File: src/design/bds_pkg.sv
// shared constants and carrier types of the bridge driver status registers
package bds_pkg;

  // ----------------------------------------------------------------
  // register addresses on the 7-bit serial register address space
  // ----------------------------------------------------------------
  localparam int          BDS_ADDR_W    = 7;
  localparam int          BDS_DATA_W    = 16;
  localparam logic [6:0]  BDS_ADDR_GEN  = 7'h50;   // bridge_general_status
  localparam logic [6:0]  BDS_ADDR_REG  = 7'h51;   // gate_delay_regulation_status

  // ----------------------------------------------------------------
  // field positions
  // ----------------------------------------------------------------
  localparam int BDS_GEN_B2_LEVEL   = 7;
  localparam int BDS_GEN_B1_LEVEL   = 6;
  localparam int BDS_GEN_PWM_PIN    = 0;
  localparam int BDS_REG_B2_PREDIS  = 9;
  localparam int BDS_REG_B1_PREDIS  = 8;
  localparam int BDS_REG_B2_PRE     = 5;
  localparam int BDS_REG_B1_PRE     = 4;
  localparam int BDS_REG_B2_DELAY   = 1;
  localparam int BDS_REG_B1_DELAY   = 0;

  // ----------------------------------------------------------------
  // reset values and restart keep mask
  // ----------------------------------------------------------------
  localparam logic [15:0] BDS_GEN_RESET = 16'h0000;
  localparam logic [15:0] BDS_REG_RESET = 16'h0000;
  localparam logic [15:0] BDS_KEEP_MASK = 16'h00C1;  // bits 7, 6, 0 stay live on restart
  localparam logic [15:0] BDS_GEN_USED  = 16'h00C1;
  localparam logic [15:0] BDS_REG_USED  = 16'h0333;

  // ----------------------------------------------------------------
  // encodings
  // ----------------------------------------------------------------
  localparam logic [1:0] BDS_MODE_ACTIVE = 2'b11;   // bridge driven, level sense valid
  localparam logic [1:0] BDS_GCTL_ON_LO  = 2'b10;
  localparam logic [1:0] BDS_GCTL_ON_HI  = 2'b11;

  // ----------------------------------------------------------------
  // carriers
  // ----------------------------------------------------------------
  // per-bridge configuration, same clock domain
  typedef struct packed {
    logic [1:0] mode;
    logic       pwm_on;
    logic       high_z;
  } bds_bridge_cfg_s;

  // per-bridge analogue sense results, asynchronous to clk
  typedef struct packed {
    logic out_high;       // supply minus source at or below threshold
    logic pre_clamp;      // precharge current at min or max clamp
    logic predis_clamp;   // predischarge current at min or max clamp
    logic delay_reg;      // turn-on and/or turn-off delay in regulation
  } bds_bridge_sense_s;

  // per-bridge qualified status bits
  typedef struct packed {
    logic level;
    logic pre_st;
    logic predis_st;
    logic delay_st;
  } bds_bridge_stat_s;

  // register access request
  typedef struct packed {
    logic                  rd;
    logic                  wr;
    logic [BDS_ADDR_W-1:0] addr;
    logic [BDS_DATA_W-1:0] wdata;
  } bds_acc_s;

endpackage : bds_pkg

File: src/design/bds_sync3.sv
// three-stage synchroniser that accepts a change once stages two and three agree
`timescale 1ns/1ps
module bds_sync3 #(
  parameter int WIDTH = 1
) (
  input  wire logic             clk,
  input  wire logic             rst,
  input  wire logic [WIDTH-1:0] async_in,
  output logic      [WIDTH-1:0] sync_out
);

  logic [WIDTH-1:0] stage1;
  logic [WIDTH-1:0] stage2;
  logic [WIDTH-1:0] stage3;

  // ----------------------------------------------------------------
  // shift chain; stage1 feeds only stage2
  // ----------------------------------------------------------------
  always_ff @(posedge clk or posedge rst) begin
    if (rst) begin
      stage1 <= '0;
      stage2 <= '0;
      stage3 <= '0;
    end else begin
      stage1 <= async_in;
      stage2 <= stage1;
      stage3 <= stage2;
    end
  end

  // accept per bit only when the two settled stages agree
  always_ff @(posedge clk or posedge rst) begin
    if (rst) begin
      sync_out <= '0;
    end else begin
      sync_out <= (stage2 & stage3) | (sync_out & (stage2 | stage3));
    end
  end

endmodule : bds_sync3

File: src/design/bds_bridge_qual.sv
// per-bridge qualification of synchronised sense results into status bits
`timescale 1ns/1ps
module bds_bridge_qual
  import bds_pkg::*;
(
  input  wire bds_pkg::bds_bridge_cfg_s   cfg,
  input  wire bds_pkg::bds_bridge_sense_s sense,
  input  wire logic                       charge_pump_on,
  input  wire logic [1:0]                 adaptive_gate_control,
  output bds_pkg::bds_bridge_stat_s       stat
);

  logic level_valid;
  logic clamp_active;

  // ----------------------------------------------------------------
  // qualification
  // ----------------------------------------------------------------
  // level is only meaningful with the pump running and the bridge driven
  assign level_valid  = charge_pump_on && (cfg.mode == BDS_MODE_ACTIVE);
  // clamp report needs adaptive control on, pwm on and a driven bridge
  assign clamp_active = cfg.pwm_on && !cfg.high_z &&
                        ((adaptive_gate_control == BDS_GCTL_ON_LO) ||
                         (adaptive_gate_control == BDS_GCTL_ON_HI));

  // status bits: level gated to 0, clamp bits default to 1 when inactive
  always_comb begin
    stat.level     = level_valid && sense.out_high;
    stat.pre_st    = !(clamp_active && sense.pre_clamp);
    stat.predis_st = !(clamp_active && sense.predis_clamp);
    stat.delay_st  = sense.delay_reg;
  end

endmodule : bds_bridge_qual

File: src/design/bds_status_regs.sv
// bridge driver status registers: output level, pwm pin, gate current clamps, delay regulation
`timescale 1ns/1ps
module bds_status_regs
  import bds_pkg::*;
(
  input  wire logic                       clk,
  input  wire logic                       rst,
  input  wire logic                       restart,
  input  wire logic                       pwm_pin_level,
  input  wire bds_pkg::bds_bridge_sense_s bridge1_sense,
  input  wire bds_pkg::bds_bridge_sense_s bridge2_sense,
  input  wire bds_pkg::bds_bridge_cfg_s   bridge1_cfg,
  input  wire bds_pkg::bds_bridge_cfg_s   bridge2_cfg,
  input  wire logic                       charge_pump_on,
  input  wire logic [1:0]                 adaptive_gate_control,
  input  wire bds_pkg::bds_acc_s          acc,
  output logic [bds_pkg::BDS_DATA_W-1:0]  acc_rdata,
  output logic                            acc_rvalid,
  output logic                            acc_miss
);

  import bds_pkg::*;

  localparam int SYNC_W = 1 + 2 * $bits(bds_bridge_sense_s);

  logic [SYNC_W-1:0]       raw_async;
  logic [SYNC_W-1:0]       raw_sync;
  logic                    pwm_sync;
  bds_bridge_sense_s       b1_sense_sync;
  bds_bridge_sense_s       b2_sense_sync;
  bds_bridge_stat_s        b1_stat;
  bds_bridge_stat_s        b2_stat;
  logic [BDS_DATA_W-1:0]   next_gen;
  logic [BDS_DATA_W-1:0]   next_reg;
  logic [BDS_DATA_W-1:0]   bridge_general_status;
  logic [BDS_DATA_W-1:0]   gate_delay_regulation_status;
  logic                    hit_gen;
  logic                    hit_reg;

  // ----------------------------------------------------------------
  // input synchronisation
  // ----------------------------------------------------------------
  // pin and analogue comparator results all come from outside clk
  assign raw_async = {pwm_pin_level, bridge2_sense, bridge1_sense};

  bds_sync3 #(
    .WIDTH (SYNC_W)
  ) u_sync (
    .clk      (clk),
    .rst      (rst),
    .async_in (raw_async),
    .sync_out (raw_sync)
  );

  assign pwm_sync      = raw_sync[SYNC_W-1];
  assign b2_sense_sync = raw_sync[2*$bits(bds_bridge_sense_s)-1:$bits(bds_bridge_sense_s)];
  assign b1_sense_sync = raw_sync[$bits(bds_bridge_sense_s)-1:0];

  // ----------------------------------------------------------------
  // per-bridge qualification
  // ----------------------------------------------------------------
  bds_bridge_qual u_qual1 (
    .cfg                   (bridge1_cfg),
    .sense                 (b1_sense_sync),
    .charge_pump_on        (charge_pump_on),
    .adaptive_gate_control (adaptive_gate_control),
    .stat                  (b1_stat)
  );

  bds_bridge_qual u_qual2 (
    .cfg                   (bridge2_cfg),
    .sense                 (b2_sense_sync),
    .charge_pump_on        (charge_pump_on),
    .adaptive_gate_control (adaptive_gate_control),
    .stat                  (b2_stat)
  );

  // ----------------------------------------------------------------
  // live register images
  // ----------------------------------------------------------------
  // every unused position is forced low here, so reserved bits cannot leak
  always_comb begin
    next_gen = '0;
    next_gen[BDS_GEN_B2_LEVEL]  = b2_stat.level;
    next_gen[BDS_GEN_B1_LEVEL]  = b1_stat.level;
    next_gen[BDS_GEN_PWM_PIN]   = pwm_sync;
    next_reg = '0;
    next_reg[BDS_REG_B2_PREDIS] = b2_stat.predis_st;
    next_reg[BDS_REG_B1_PREDIS] = b1_stat.predis_st;
    next_reg[BDS_REG_B2_PRE]    = b2_stat.pre_st;
    next_reg[BDS_REG_B1_PRE]    = b1_stat.pre_st;
    next_reg[BDS_REG_B2_DELAY]  = b2_stat.delay_st;
    next_reg[BDS_REG_B1_DELAY]  = b1_stat.delay_st;
  end

  // ----------------------------------------------------------------
  // status registers
  // ----------------------------------------------------------------
  // restart keeps the live bits and clears the rest for one cycle;
  // afterwards the registers track status again. writes never land here
  always_ff @(posedge clk or posedge rst) begin
    if (rst) begin
      bridge_general_status        <= BDS_GEN_RESET;
      gate_delay_regulation_status <= BDS_REG_RESET;
    end else if (restart) begin
      bridge_general_status        <= next_gen & BDS_KEEP_MASK;
      gate_delay_regulation_status <= next_reg & BDS_KEEP_MASK;
    end else begin
      bridge_general_status        <= next_gen;
      gate_delay_regulation_status <= next_reg;
    end
  end

  // ----------------------------------------------------------------
  // register read port
  // ----------------------------------------------------------------
  assign hit_gen = (acc.addr == BDS_ADDR_GEN);
  assign hit_reg = (acc.addr == BDS_ADDR_REG);

  // read returns the image, write is acknowledged but discarded
  always_ff @(posedge clk or posedge rst) begin
    if (rst) begin
      acc_rdata  <= '0;
      acc_rvalid <= 1'b0;
      acc_miss   <= 1'b0;
    end else begin
      acc_rvalid <= acc.rd || acc.wr;
      acc_miss   <= (acc.rd || acc.wr) && !hit_gen && !hit_reg;
      if (acc.rd && hit_gen) begin
        acc_rdata <= bridge_general_status;
      end else if (acc.rd && hit_reg) begin
        acc_rdata <= gate_delay_regulation_status;
      end else begin
        acc_rdata <= '0;
      end
    end
  end

  // ----------------------------------------------------------------
  // checks
  // ----------------------------------------------------------------
  chk_reserved_zero: assert property (@(posedge clk) disable iff (rst)
    ((bridge_general_status & ~BDS_GEN_USED) == '0) &&
    ((gate_delay_regulation_status & ~BDS_REG_USED) == '0))
    else $error("reserved status bit set");

  chk_level_gate: assert property (@(posedge clk) disable iff (rst)
    (!charge_pump_on || bridge2_cfg.mode != BDS_MODE_ACTIVE) |=> !bridge_general_status[BDS_GEN_B2_LEVEL])
    else $error("bridge-2 level set while gated");

  chk_level_b1: assert property (@(posedge clk) disable iff (rst)
    (charge_pump_on && bridge1_cfg.mode == BDS_MODE_ACTIVE && !restart)
      |=> bridge_general_status[BDS_GEN_B1_LEVEL] == $past(b1_sense_sync.out_high))
    else $error("bridge-1 level not reported");

  chk_level_b2: assert property (@(posedge clk) disable iff (rst)
    (charge_pump_on && bridge2_cfg.mode == BDS_MODE_ACTIVE)
      |=> bridge_general_status[BDS_GEN_B2_LEVEL] == $past(b2_sense_sync.out_high))
    else $error("bridge-2 level not reported");

  chk_pwm_mirror: assert property (@(posedge clk) disable iff (rst)
    $rose(pwm_sync) |=> bridge_general_status[BDS_GEN_PWM_PIN])
    else $error("pwm pin level not mirrored");

  chk_clamp_idle: assert property (@(posedge clk) disable iff (rst)
    (!restart && (!bridge1_cfg.pwm_on || bridge1_cfg.high_z || !adaptive_gate_control[1]))
      |=> gate_delay_regulation_status[BDS_REG_B1_PRE] && gate_delay_regulation_status[BDS_REG_B1_PREDIS])
    else $error("bridge-1 clamp bits low while inactive");

  chk_clamp_b2: assert property (@(posedge clk) disable iff (rst)
    (!restart && bridge2_cfg.pwm_on && !bridge2_cfg.high_z && adaptive_gate_control[1]
      && b2_sense_sync.pre_clamp && b2_sense_sync.predis_clamp)
      |=> !gate_delay_regulation_status[BDS_REG_B2_PRE] && !gate_delay_regulation_status[BDS_REG_B2_PREDIS])
    else $error("bridge-2 clamp not reported");

  chk_clamp_b1: assert property (@(posedge clk) disable iff (rst)
    (!restart && bridge1_cfg.pwm_on && !bridge1_cfg.high_z && adaptive_gate_control[1]
      && b1_sense_sync.pre_clamp && !b1_sense_sync.predis_clamp)
      |=> !gate_delay_regulation_status[BDS_REG_B1_PRE] && gate_delay_regulation_status[BDS_REG_B1_PREDIS])
    else $error("bridge-1 clamp bits wrong");

  chk_delay_bits: assert property (@(posedge clk) disable iff (rst)
    !restart |=> gate_delay_regulation_status[BDS_REG_B2_DELAY] == $past(b2_sense_sync.delay_reg) &&
                 gate_delay_regulation_status[BDS_REG_B1_DELAY] == $past(b1_sense_sync.delay_reg))
    else $error("delay regulation bits wrong");

  chk_restart_clear: assert property (@(posedge clk) disable iff (rst)
    restart |=> (gate_delay_regulation_status & ~BDS_KEEP_MASK) == '0 &&
                bridge_general_status[BDS_GEN_PWM_PIN] == $past(pwm_sync))
    else $error("restart did not clear status");

  chk_read_data: assert property (@(posedge clk) disable iff (rst)
    (acc.rd && hit_reg) |=> acc_rvalid && acc_rdata == $past(gate_delay_regulation_status))
    else $error("read data mismatch");

  chk_reset_zero: assert property (@(posedge clk)
    $fell(rst) |-> bridge_general_status == BDS_GEN_RESET && gate_delay_regulation_status == BDS_REG_RESET)
    else $error("status not zero after reset");

  // ----------------------------------------------------------------
  // qualification checks, both bridges
  // ----------------------------------------------------------------
  // each clamp bit is checked alone, so a swapped field cannot hide
  chk_level_gate_b1: assert property (@(posedge clk) disable iff (rst)
    (!charge_pump_on || bridge1_cfg.mode != BDS_MODE_ACTIVE) |=> !bridge_general_status[BDS_GEN_B1_LEVEL])
    else $error("bridge-1 level set while gated");

  chk_clamp_idle_b2: assert property (@(posedge clk) disable iff (rst)
    (!restart && (!bridge2_cfg.pwm_on || bridge2_cfg.high_z || !adaptive_gate_control[1]))
      |=> gate_delay_regulation_status[BDS_REG_B2_PRE] && gate_delay_regulation_status[BDS_REG_B2_PREDIS])
    else $error("bridge-2 clamp bits low while inactive");

  chk_clamp_free_b1: assert property (@(posedge clk) disable iff (rst)
    (!restart && !b1_sense_sync.pre_clamp && !b1_sense_sync.predis_clamp)
      |=> gate_delay_regulation_status[BDS_REG_B1_PRE] && gate_delay_regulation_status[BDS_REG_B1_PREDIS])
    else $error("bridge-1 clamp bits low without clamp");

  chk_clamp_free_b2: assert property (@(posedge clk) disable iff (rst)
    (!restart && !b2_sense_sync.pre_clamp && !b2_sense_sync.predis_clamp)
      |=> gate_delay_regulation_status[BDS_REG_B2_PRE] && gate_delay_regulation_status[BDS_REG_B2_PREDIS])
    else $error("bridge-2 clamp bits low without clamp");

  chk_predis_b1: assert property (@(posedge clk) disable iff (rst)
    (!restart && bridge1_cfg.pwm_on && !bridge1_cfg.high_z && adaptive_gate_control[1]
      && b1_sense_sync.predis_clamp)
      |=> !gate_delay_regulation_status[BDS_REG_B1_PREDIS])
    else $error("bridge-1 predischarge clamp not reported");

  chk_predis_b2: assert property (@(posedge clk) disable iff (rst)
    (!restart && bridge2_cfg.pwm_on && !bridge2_cfg.high_z && adaptive_gate_control[1]
      && b2_sense_sync.predis_clamp)
      |=> !gate_delay_regulation_status[BDS_REG_B2_PREDIS])
    else $error("bridge-2 predischarge clamp not reported");

  chk_pre_b1: assert property (@(posedge clk) disable iff (rst)
    (!restart && bridge1_cfg.pwm_on && !bridge1_cfg.high_z && adaptive_gate_control[1]
      && b1_sense_sync.pre_clamp)
      |=> !gate_delay_regulation_status[BDS_REG_B1_PRE])
    else $error("bridge-1 precharge clamp not reported");

  chk_pre_b2: assert property (@(posedge clk) disable iff (rst)
    (!restart && bridge2_cfg.pwm_on && !bridge2_cfg.high_z && adaptive_gate_control[1]
      && b2_sense_sync.pre_clamp)
      |=> !gate_delay_regulation_status[BDS_REG_B2_PRE])
    else $error("bridge-2 precharge clamp not reported");

  // ----------------------------------------------------------------
  // restart and pin checks
  // ----------------------------------------------------------------
  // restart must not blank the live bits, only the rest
  chk_restart_live: assert property (@(posedge clk) disable iff (rst)
    (restart && charge_pump_on && bridge1_cfg.mode == BDS_MODE_ACTIVE && bridge2_cfg.mode == BDS_MODE_ACTIVE
      && b1_sense_sync.out_high && b2_sense_sync.out_high)
      |=> bridge_general_status[BDS_GEN_B1_LEVEL] && bridge_general_status[BDS_GEN_B2_LEVEL])
    else $error("restart dropped a live level bit");

  chk_restart_gen: assert property (@(posedge clk) disable iff (rst)
    restart |=> (bridge_general_status & ~BDS_KEEP_MASK) == '0)
    else $error("restart left general bits set");

  chk_pwm_fall: assert property (@(posedge clk) disable iff (rst)
    $fell(pwm_sync) |=> !bridge_general_status[BDS_GEN_PWM_PIN])
    else $error("pwm pin low not mirrored");

  chk_pwm_follow: assert property (@(posedge clk) disable iff (rst)
    1'b1 |=> bridge_general_status[BDS_GEN_PWM_PIN] == $past(pwm_sync))
    else $error("pwm pin level lags");

  // ----------------------------------------------------------------
  // access port checks
  // ----------------------------------------------------------------
  // every access is answered once; the host has no timeout of its own
  chk_rvalid_pulse: assert property (@(posedge clk) disable iff (rst)
    (acc.rd || acc.wr) |=> acc_rvalid)
    else $error("access not answered");

  chk_rvalid_idle: assert property (@(posedge clk) disable iff (rst)
    !(acc.rd || acc.wr) |=> !acc_rvalid && !acc_miss)
    else $error("answer without access");

  chk_miss_flag: assert property (@(posedge clk) disable iff (rst)
    ((acc.rd || acc.wr) && acc.addr != BDS_ADDR_GEN && acc.addr != BDS_ADDR_REG) |=> acc_miss)
    else $error("unmapped access not flagged");

  chk_hit_no_miss: assert property (@(posedge clk) disable iff (rst)
    ((acc.addr == BDS_ADDR_GEN) || (acc.addr == BDS_ADDR_REG)) |=> !acc_miss)
    else $error("mapped access flagged as miss");

  chk_write_drop: assert property (@(posedge clk) disable iff (rst)
    (acc.wr && !acc.rd) |=> acc_rdata == '0)
    else $error("write returned data");

  chk_read_gen: assert property (@(posedge clk) disable iff (rst)
    (acc.rd && acc.addr == BDS_ADDR_GEN) |=> acc_rvalid && acc_rdata == $past(bridge_general_status))
    else $error("general read data mismatch");

endmodule : bds_status_regs

File: config.mk
export PLATFORM = sky130hd
export DESIGN_NAME = bds_status_regs
export DESIGN_NICKNAME = d
export VERILOG_FILES = /design/src/design/bds_pkg.sv /design/src/design/bds_sync3.sv /design/src/design/bds_bridge_qual.sv /design/src/design/bds_status_regs.sv
export SDC_FILE = /design/constraint.sdc
export NUM_CORES = 1
export LEC_CHECK = 0
export BUFFER_PORTS_ARGS = -buffer_cell sky130_fd_sc_hd__buf_4
export CAP_MARGIN = 10
export CORE_MARGIN = 4
export CORE_UTILIZATION = 47
export CTS_CLUSTER_DIAMETER = 30
export CTS_CLUSTER_SIZE = 28
export DETAILED_ROUTE_END_ITERATION = 10
export HOLD_SLACK_MARGIN = 0.15
export PLACE_DENSITY = 0.82
export SLEW_MARGIN = 40
export SYNTH_ARGS = -nofsm -noshare
export SYNTH_HDL_FRONTEND = slang
export SYNTH_SLANG_ARGS = --single-unit
File: constraint.sdc
create_clock -name clk -period 1.8 [get_ports clk]
set_input_delay 0.09 -clock clk [delete_from_list [all_inputs] [get_ports clk]]
set_output_delay 0.09 -clock clk [all_outputs]
set_load 0.02 [all_outputs]
==> metrics.cfg, run 1 <==
[outcome]
outcome = finished clean

[clock_tree]
cts.sink_count = 55
clk_pin_slew_worst_paths_ns = 0.08
clk_latency_ns = 0.29
cts_buffers = 5
cts.root.buffer_cell = clkbuf_8
cts_setup_buffers = 0
tritoncts = done
ctsHtreeMaxLevel = 2
cts_buffer_depth = 2

[finish]
drive_above_1_share_pct = 28.7
fin_nets = 222
fillCellCount = 236
fin_cells = 220
seq_area_mm2 = 0.00138
post-route-util_pct = 68.9
syn_to_final_growth_pct = 37.5
num_antenna_cells = 0
multiInputGateArea_um2 = 275

[logic_synthesis]
yosysTopAreaCellShare_pct = 79.8
synth-edff-count = 0
ys_seq_elements = 55
synthFlopType = dfrtp_1
netlist_top_cells_count = 55 x dfrtp_1, 9 x inv_1, 9 x maj3_1
post-synth-top-count-cell = dfrtp_1
yosysSeqAreaShare_pct = 79.8
synthTopCellsByArea = dfrtp_1 80%, maj3_1 5.2%, buf_4 3.5%
avgSynthCellArea_um2 = 16.3
netlist-cell-type-count = 18
synth_top_area_cell = dfrtp_1
synth_area_mm2 = 0.00172
yosysWarnings = 0
ys_async_sr_fraction_pct = 100
syn_inst = 106

[setup_path]
worstPathRequired_ns = 2.03
start_kind = input pin
crit_fanout = 3
cp-end-kind = flop
critPathKind = in2reg
cp.arrival_ns = 1.78

[pwr]
p_per_area_mw_per_mm2 = 944
power_frac_clock_pct = 32.9
p_comb_share_pct = 7.8
p_sw_w = 0.000433
leakagePower_nw = 1.14
intPower_w = 0.00181
p_total_w = 0.00224
irDropWorstVdd_mv = 0.655
seqPwrFrac_pct = 59.3
sw_frac_of_total_pct = 19.3

[placed_design]
hpwl_mm = 1.95
place_congestion = 0.636
dp.cells = 192
port_buffers = 40

[hold_path]
hp-class = in2reg

[routing]
wl_met1_um = 982
antenna_left = 0
drtPass1Iterations = 2
dr_wl_met2_mm = 1.44
via_per_inst = 4.49
wirelength_mm = 2.69
drc_errors = 0
routedWlPerCell_um = 12.2
drtIter0Drc = 50
topRoutingLayerUsed = met4
wl_met3_um = 255
vias = 988

[timing]
drv_slew = 0
max_freq_ghz = 0.645
rsz0062_at_grt = no
clock_skew_ns = 0.00390
hold_viol_final = 0
finalCritPeriodShare_pct = 86.1
hold_slack_ns = 0.148
finalCriticalPeriod_ns = 1.55
finalSetupTns_ns = 0
setup_viol = 0

[floorplanning]
core_mm2 = 0.00344
die-area_mm2 = 0.00470
io_pins = 66
die_x_um = 68.6
initial_utilization_pct = 50.1
rows = 21
die_h_um = 68.6

[grt]
globalRouteTotalUtil_pct = 12.8
antenna_found_initial = 0
grt_pass1_vias = 1014
overflow = 0
grt_pass1_wl_mm = 4.31
grt_max_degree = 27

[flow_run]
max-cap-violations = 0

registers in the layout, indices dropped and copies added, names as in the netlist, 3 cells and up:
signal,cells
bridge_general_status,3
u_sync.stage3,9
u_sync.stage2,9
u_sync.sync_out,9
gate_delay_regulation_status,6
u_sync.stage1,9
acc_rdata,8
cell families (layout without fill, tap and decap cells):
kind of cell / count (synthesis) / after routing / synth area share [%]
fa+ha+maj: 9 / 9 / 5.23
buf+inv: 18 / 79 / 5.73
compound gates: 5 / 5 / 1.67
simple gates: 17 / 17 / 6.75
other cells: 1 / 8 / 0.217
mux: 1 / 1 / 0.581
flops: 55 / 55 / 79.8
layer usage:
metal | up-vias | track usage, %
met4 | 0 | 5.21
met1 | 480 | 14.0
met3 | 2 | 3.89
li1 | 465 | -
met5 | - | 0
met2 | 41 | 22.9
cell usage in the layout (no fill, tap or decap):
cell           instances
bufinv_16              1
nor3_1                 6
dlygate4sd3_1         21
o31a_1                 1
nand3b_1               1
nor4_1                 2
clkbuf_8               5
and3b_1                2
conb_1                 8
a21oi_1                4
or2_2                  1
mux2i_1                1
or4b_1                 1
nor2b_1                1
and4_1                 2
clkbuf_1               1
buf_4                 42
maj3_1                 9
nand4b_1               1
dfrtp_1               55
inv_1                  8
inv_2                  1
power groups by stage:
stage	logic (W)	clock network, W	registers (W)
global placement	0.000136	0	0.00135
detailed placement	0.000144	0	0.00135
CTS	0.000177	0.000762	0.00133
floorplan	0.0000813	0	0.00135
finish	0.000174	0.000736	0.00133
global route	0.000194	0.000815	0.00134
timing repair:
| action | 4_1_cts | 5_1_grt |
|---|---|---|
| hold buffers | 21 | 0 |
| gates resized for setup | 0 | 0 |
| hold endpoints to repair | 45 | 0 |
worst max-delay path, stage by stage:
cell and delay (ns):
dlygate4sd3_1 0.54, buf_4 0.15, nand3b_1 0.21, nor4_1 0.21, dlygate4sd3_1 0.59
through the flow:
stage                     cell area (um^2)  setup WS, ns
after floorplan                       1750         0.367
after global placement                2060         0.525
after detailed placement              2060         0.452
after CTS                             2370         0.290
after global routing                  2370         0.227
final                                 2370         0.250
final cells by class:
class / instances / share of cell area [%]
clock inverters: 1 / 1.27
multi-input cells: 40 / 11.6
flip-flops and latches: 55 / 58.0
clock buffers: 6 / 3.06
repair buffers: 63 / 22.2
inverters: 9 / 1.42
well taps: 46 / 2.43
final timing paths:
kind                                          startpoint                         endpoint  slack, ns  depth (start not counted)
worst max-delay path                             acc[21]                     acc_rdata[6]       0.25                          5
worst min-delay path                      bridge2_cfg[1]  gate_delay_regulation_status[9]       0.15                          3
worst max register to register  bridge_general_status[6]                     acc_rdata[6]       0.52                          3
worst min register to register          u_sync.stage1[8]                 u_sync.stage2[8]       0.35                          0
max in group asynchronous                            rst                 u_sync.stage3[6]       0.83                          4
min in group asynchronous                            rst               u_sync.sync_out[3]       0.39                          3
No activity file was read; power rests on OpenSTA's default activity.
==> run 2, diff against run 1 <==
--- a/config.mk
+++ b/config.mk
@@ -5,15 +5,14 @@
 export SDC_FILE = /design/constraint.sdc
 export NUM_CORES = 1
 export LEC_CHECK = 0
-export BUFFER_PORTS_ARGS = -buffer_cell sky130_fd_sc_hd__buf_4
 export CAP_MARGIN = 10
 export CORE_MARGIN = 4
-export CORE_UTILIZATION = 47
-export CTS_CLUSTER_DIAMETER = 30
+export CORE_UTILIZATION = 59
 export CTS_CLUSTER_SIZE = 28
 export DETAILED_ROUTE_END_ITERATION = 10
+export DONT_BUFFER_PORTS = 1
 export HOLD_SLACK_MARGIN = 0.15
-export PLACE_DENSITY = 0.82
+export PLACE_DENSITY = 0.8
 export SLEW_MARGIN = 40
 export SYNTH_ARGS = -nofsm -noshare
 export SYNTH_HDL_FRONTEND = slang
==> metrics.cfg, run 2 (same netlist as run 1, synthesis figures left out) <==
[finish]
layout_commonest_cell = dfrtp_1
post-route-util_pct = 75.2  ; +6.3 points
syn_to_final_growth_pct = 21.3
num_antenna_cells = 0  ; unchanged
drive_above_1_share_pct = 7.04  ; -22 points
layout_common_cells = 55 x dfrtp_1, 29 x dlygate4sd3_1, 9 x maj3_1, 8 x inv_1, 8 x conb_1
fin_nets = 189  ; -15%
fillCellCount = 159  ; -33%

[hold_path]
hp-class = in2reg

[setup_path]
cp_common_cell = dlygate4sd3_1
crit_buf_inv = 2  ; -1
critPathKind = in2reg
cp-end-kind = flop
slowest_stage = dlygate4sd3_1
path_cells = dlygate4sd3_1, or2_2, o31a_1, dlygate4sd3_1
crit_fanout = 3  ; unchanged
worstPathRequired_ns = 2.06  ; +0.03 ns
start_kind = input pin
cp_top_family = buffers and inverters
cpPeakStageDelay_ns = 0.59  ; about the same
cp.arrival_ns = 1.67  ; -0.11 ns

[routing]
routedWlPerCell_um = 14.5  ; +19%
via_per_inst = 5.07  ; +13%
drtIter0Drc = 37  ; -26%
antenna_left = 0  ; unchanged
drtPass1Iterations = 4  ; +2
vias = 877  ; -11%
wirelength_mm = 2.50  ; -6.8%
drc_errors = 0  ; unchanged

[timing]
finalCritPeriodShare_pct = 78.6  ; -7.6 points
setup_viol = 0  ; unchanged
worst_slew_pin_slew_ns = 0.647
finalSetupTns_ns = 0  ; unchanged
hold_viol_final = 0  ; unchanged
max_freq_ghz = 0.707  ; +9.6%
relSlewSlack_pct = 56.8
hold_slack_ns = 0.277  ; +0.128 ns
drv_slew = 0  ; unchanged
rsz0062_at_grt = no
finalCriticalPeriod_ns = 1.41  ; -0.136 ns
clock_skew_ns = 0.00760  ; +0.00370 ns

[pwr]
irDropWorstVdd_mv = 0.973  ; +49%
p_comb_share_pct = 6.3  ; -1.5 points
p_per_area_mw_per_mm2 = 969  ; +2.6%
p_sw_w = 0.000429  ; -0.71%
power_frac_clock_pct = 27.9  ; -5.0 points
sw_frac_of_total_pct = 21.2  ; +1.9 points
leakagePower_nw = 0.959  ; -16%
seqPwrFrac_pct = 65.8  ; +6.5 points
intPower_w = 0.00160  ; -12%

[placed_design]
place_congestion = 0.634  ; -0.22%
port_buffers = 0  ; -100%
hpwl_mm = 1.49  ; -24%

[floorplanning]
initial_utilization_pct = 62.0  ; +12 points
die-area_mm2 = 0.00385  ; -18%
die_x_um = 62.1  ; -9.5%
core_mm2 = 0.00278  ; -19%
rows = 19  ; -9.5%
io_pins = 66  ; unchanged
die_h_um = 62.1  ; -9.5%

[flow_run]
max-cap-violations = 0  ; unchanged

[outcome]
outcome = finished clean

[grt]
grt_pass1_vias = 920  ; -9.3%
overflow = 0  ; unchanged
globalRouteTotalUtil_pct = 15.8  ; +3.0 points
grt_max_degree = 56  ; +110%
antenna_found_initial = 0  ; unchanged
grt_pass1_wl_mm = 4.13  ; -4.3%

[clock_tree]
cts_buffers = 5  ; unchanged
clk_latency_ns = 0.36  ; +0.07 ns
cts.sink_count = 55  ; unchanged
clk_pin_slew_worst_paths_ns = 0.13  ; +0.05 ns
cts_buffer_depth = 2  ; unchanged
ctsHtreeMaxLevel = 2  ; unchanged
cts.root.buffer_cell = clkbuf_4
tritoncts = done

run 2: changes by cell type in the layout (fill, tap and decap cells not counted), sizes merged:
cell,delta
buf,-41
bufinv,-1
clkbuf,+2
dlygate4sd3,+8
run 2: worst reg2reg max path: cells and delay by family, from the launching register on:
kind | cells | cell delay, ns
buffers and inverters | 1 | 0.55
flip-flops | 1 | 0.41
AND/OR/NAND/NOR | 1 | 0.20
run 2: final cells by class:
cell class	instances	area [um^2]	area share [%]
Inverter	9	33.8	1.62
Sequential cell	55	1380	65.8
Tap cell	31	38.8	1.86
Multi-Input combinational cell	40	275	13.2
Timing Repair Buffer	30	298	14.2
Clock buffer	8	68.8	3.29
run 2: final timing paths:
| kind | from | endpoint | slack, ns | cells after the start |
|---|---|---|---|---|
| worst min register to register | u_sync.stage1[3] | u_sync.stage2[3] | 0.36 | 0 |
| worst max register to register | u_sync.sync_out[7] | bridge_general_status[7] | 0.54 | 2 |
| worst max-delay path | acc[24] | acc_miss | 0.39 | 4 |
| worst min-delay path | pwm_pin_level | u_sync.stage1[8] | 0.28 | 1 |
| min in group asynchronous | rst | u_sync.stage3[5] | 0.34 | 3 |
| max in group asynchronous | rst | u_sync.stage3[2] | 1.03 | 3 |
run 2: power by group through the flow:
| stage | Combinational (W) | Clock (W) | Sequential (W) |
|---|---|---|---|
| final | 0.000127 | 0.000565 | 0.00133 |
| after global routing | 0.000144 | 0.000647 | 0.00134 |
| after CTS | 0.000128 | 0.000583 | 0.00133 |
| after detailed placement | 0.0000794 | 0 | 0.00136 |
| after global placement | 0.0000753 | 0 | 0.00135 |
| after floorplan | 0.0000813 | 0 | 0.00135 |
run 2: timing repair:
item                                    CTS  global route
resized for setup                         0             0
hold buffers                             29             0
hold endpoints to repair                 81             0
endpoints found under the setup margin    0             0
buffers inserted                          0             0
run 2: layer usage:
metal  vias to the layer above  wire [um]  track usage (%)
met5                         -          0                0
met4                         0         53             7.27
met3                         5        177             5.58
met2                        38       1360             26.9
met1                       429        913             17.7
li1                        405          -                -
run 2: stage by stage:
stage	area, um^2	cells	worst slack (ns)	total power [W]
floorplan	1750	113	0.367	0.00143
global placement	1730	136	0.638	0.00143
detailed placement	1730	136	0.604	0.00144
CTS	2090	173	0.433	0.00205
global route	2090	173	0.355	0.00213
finish	2090	173	0.386	0.00203
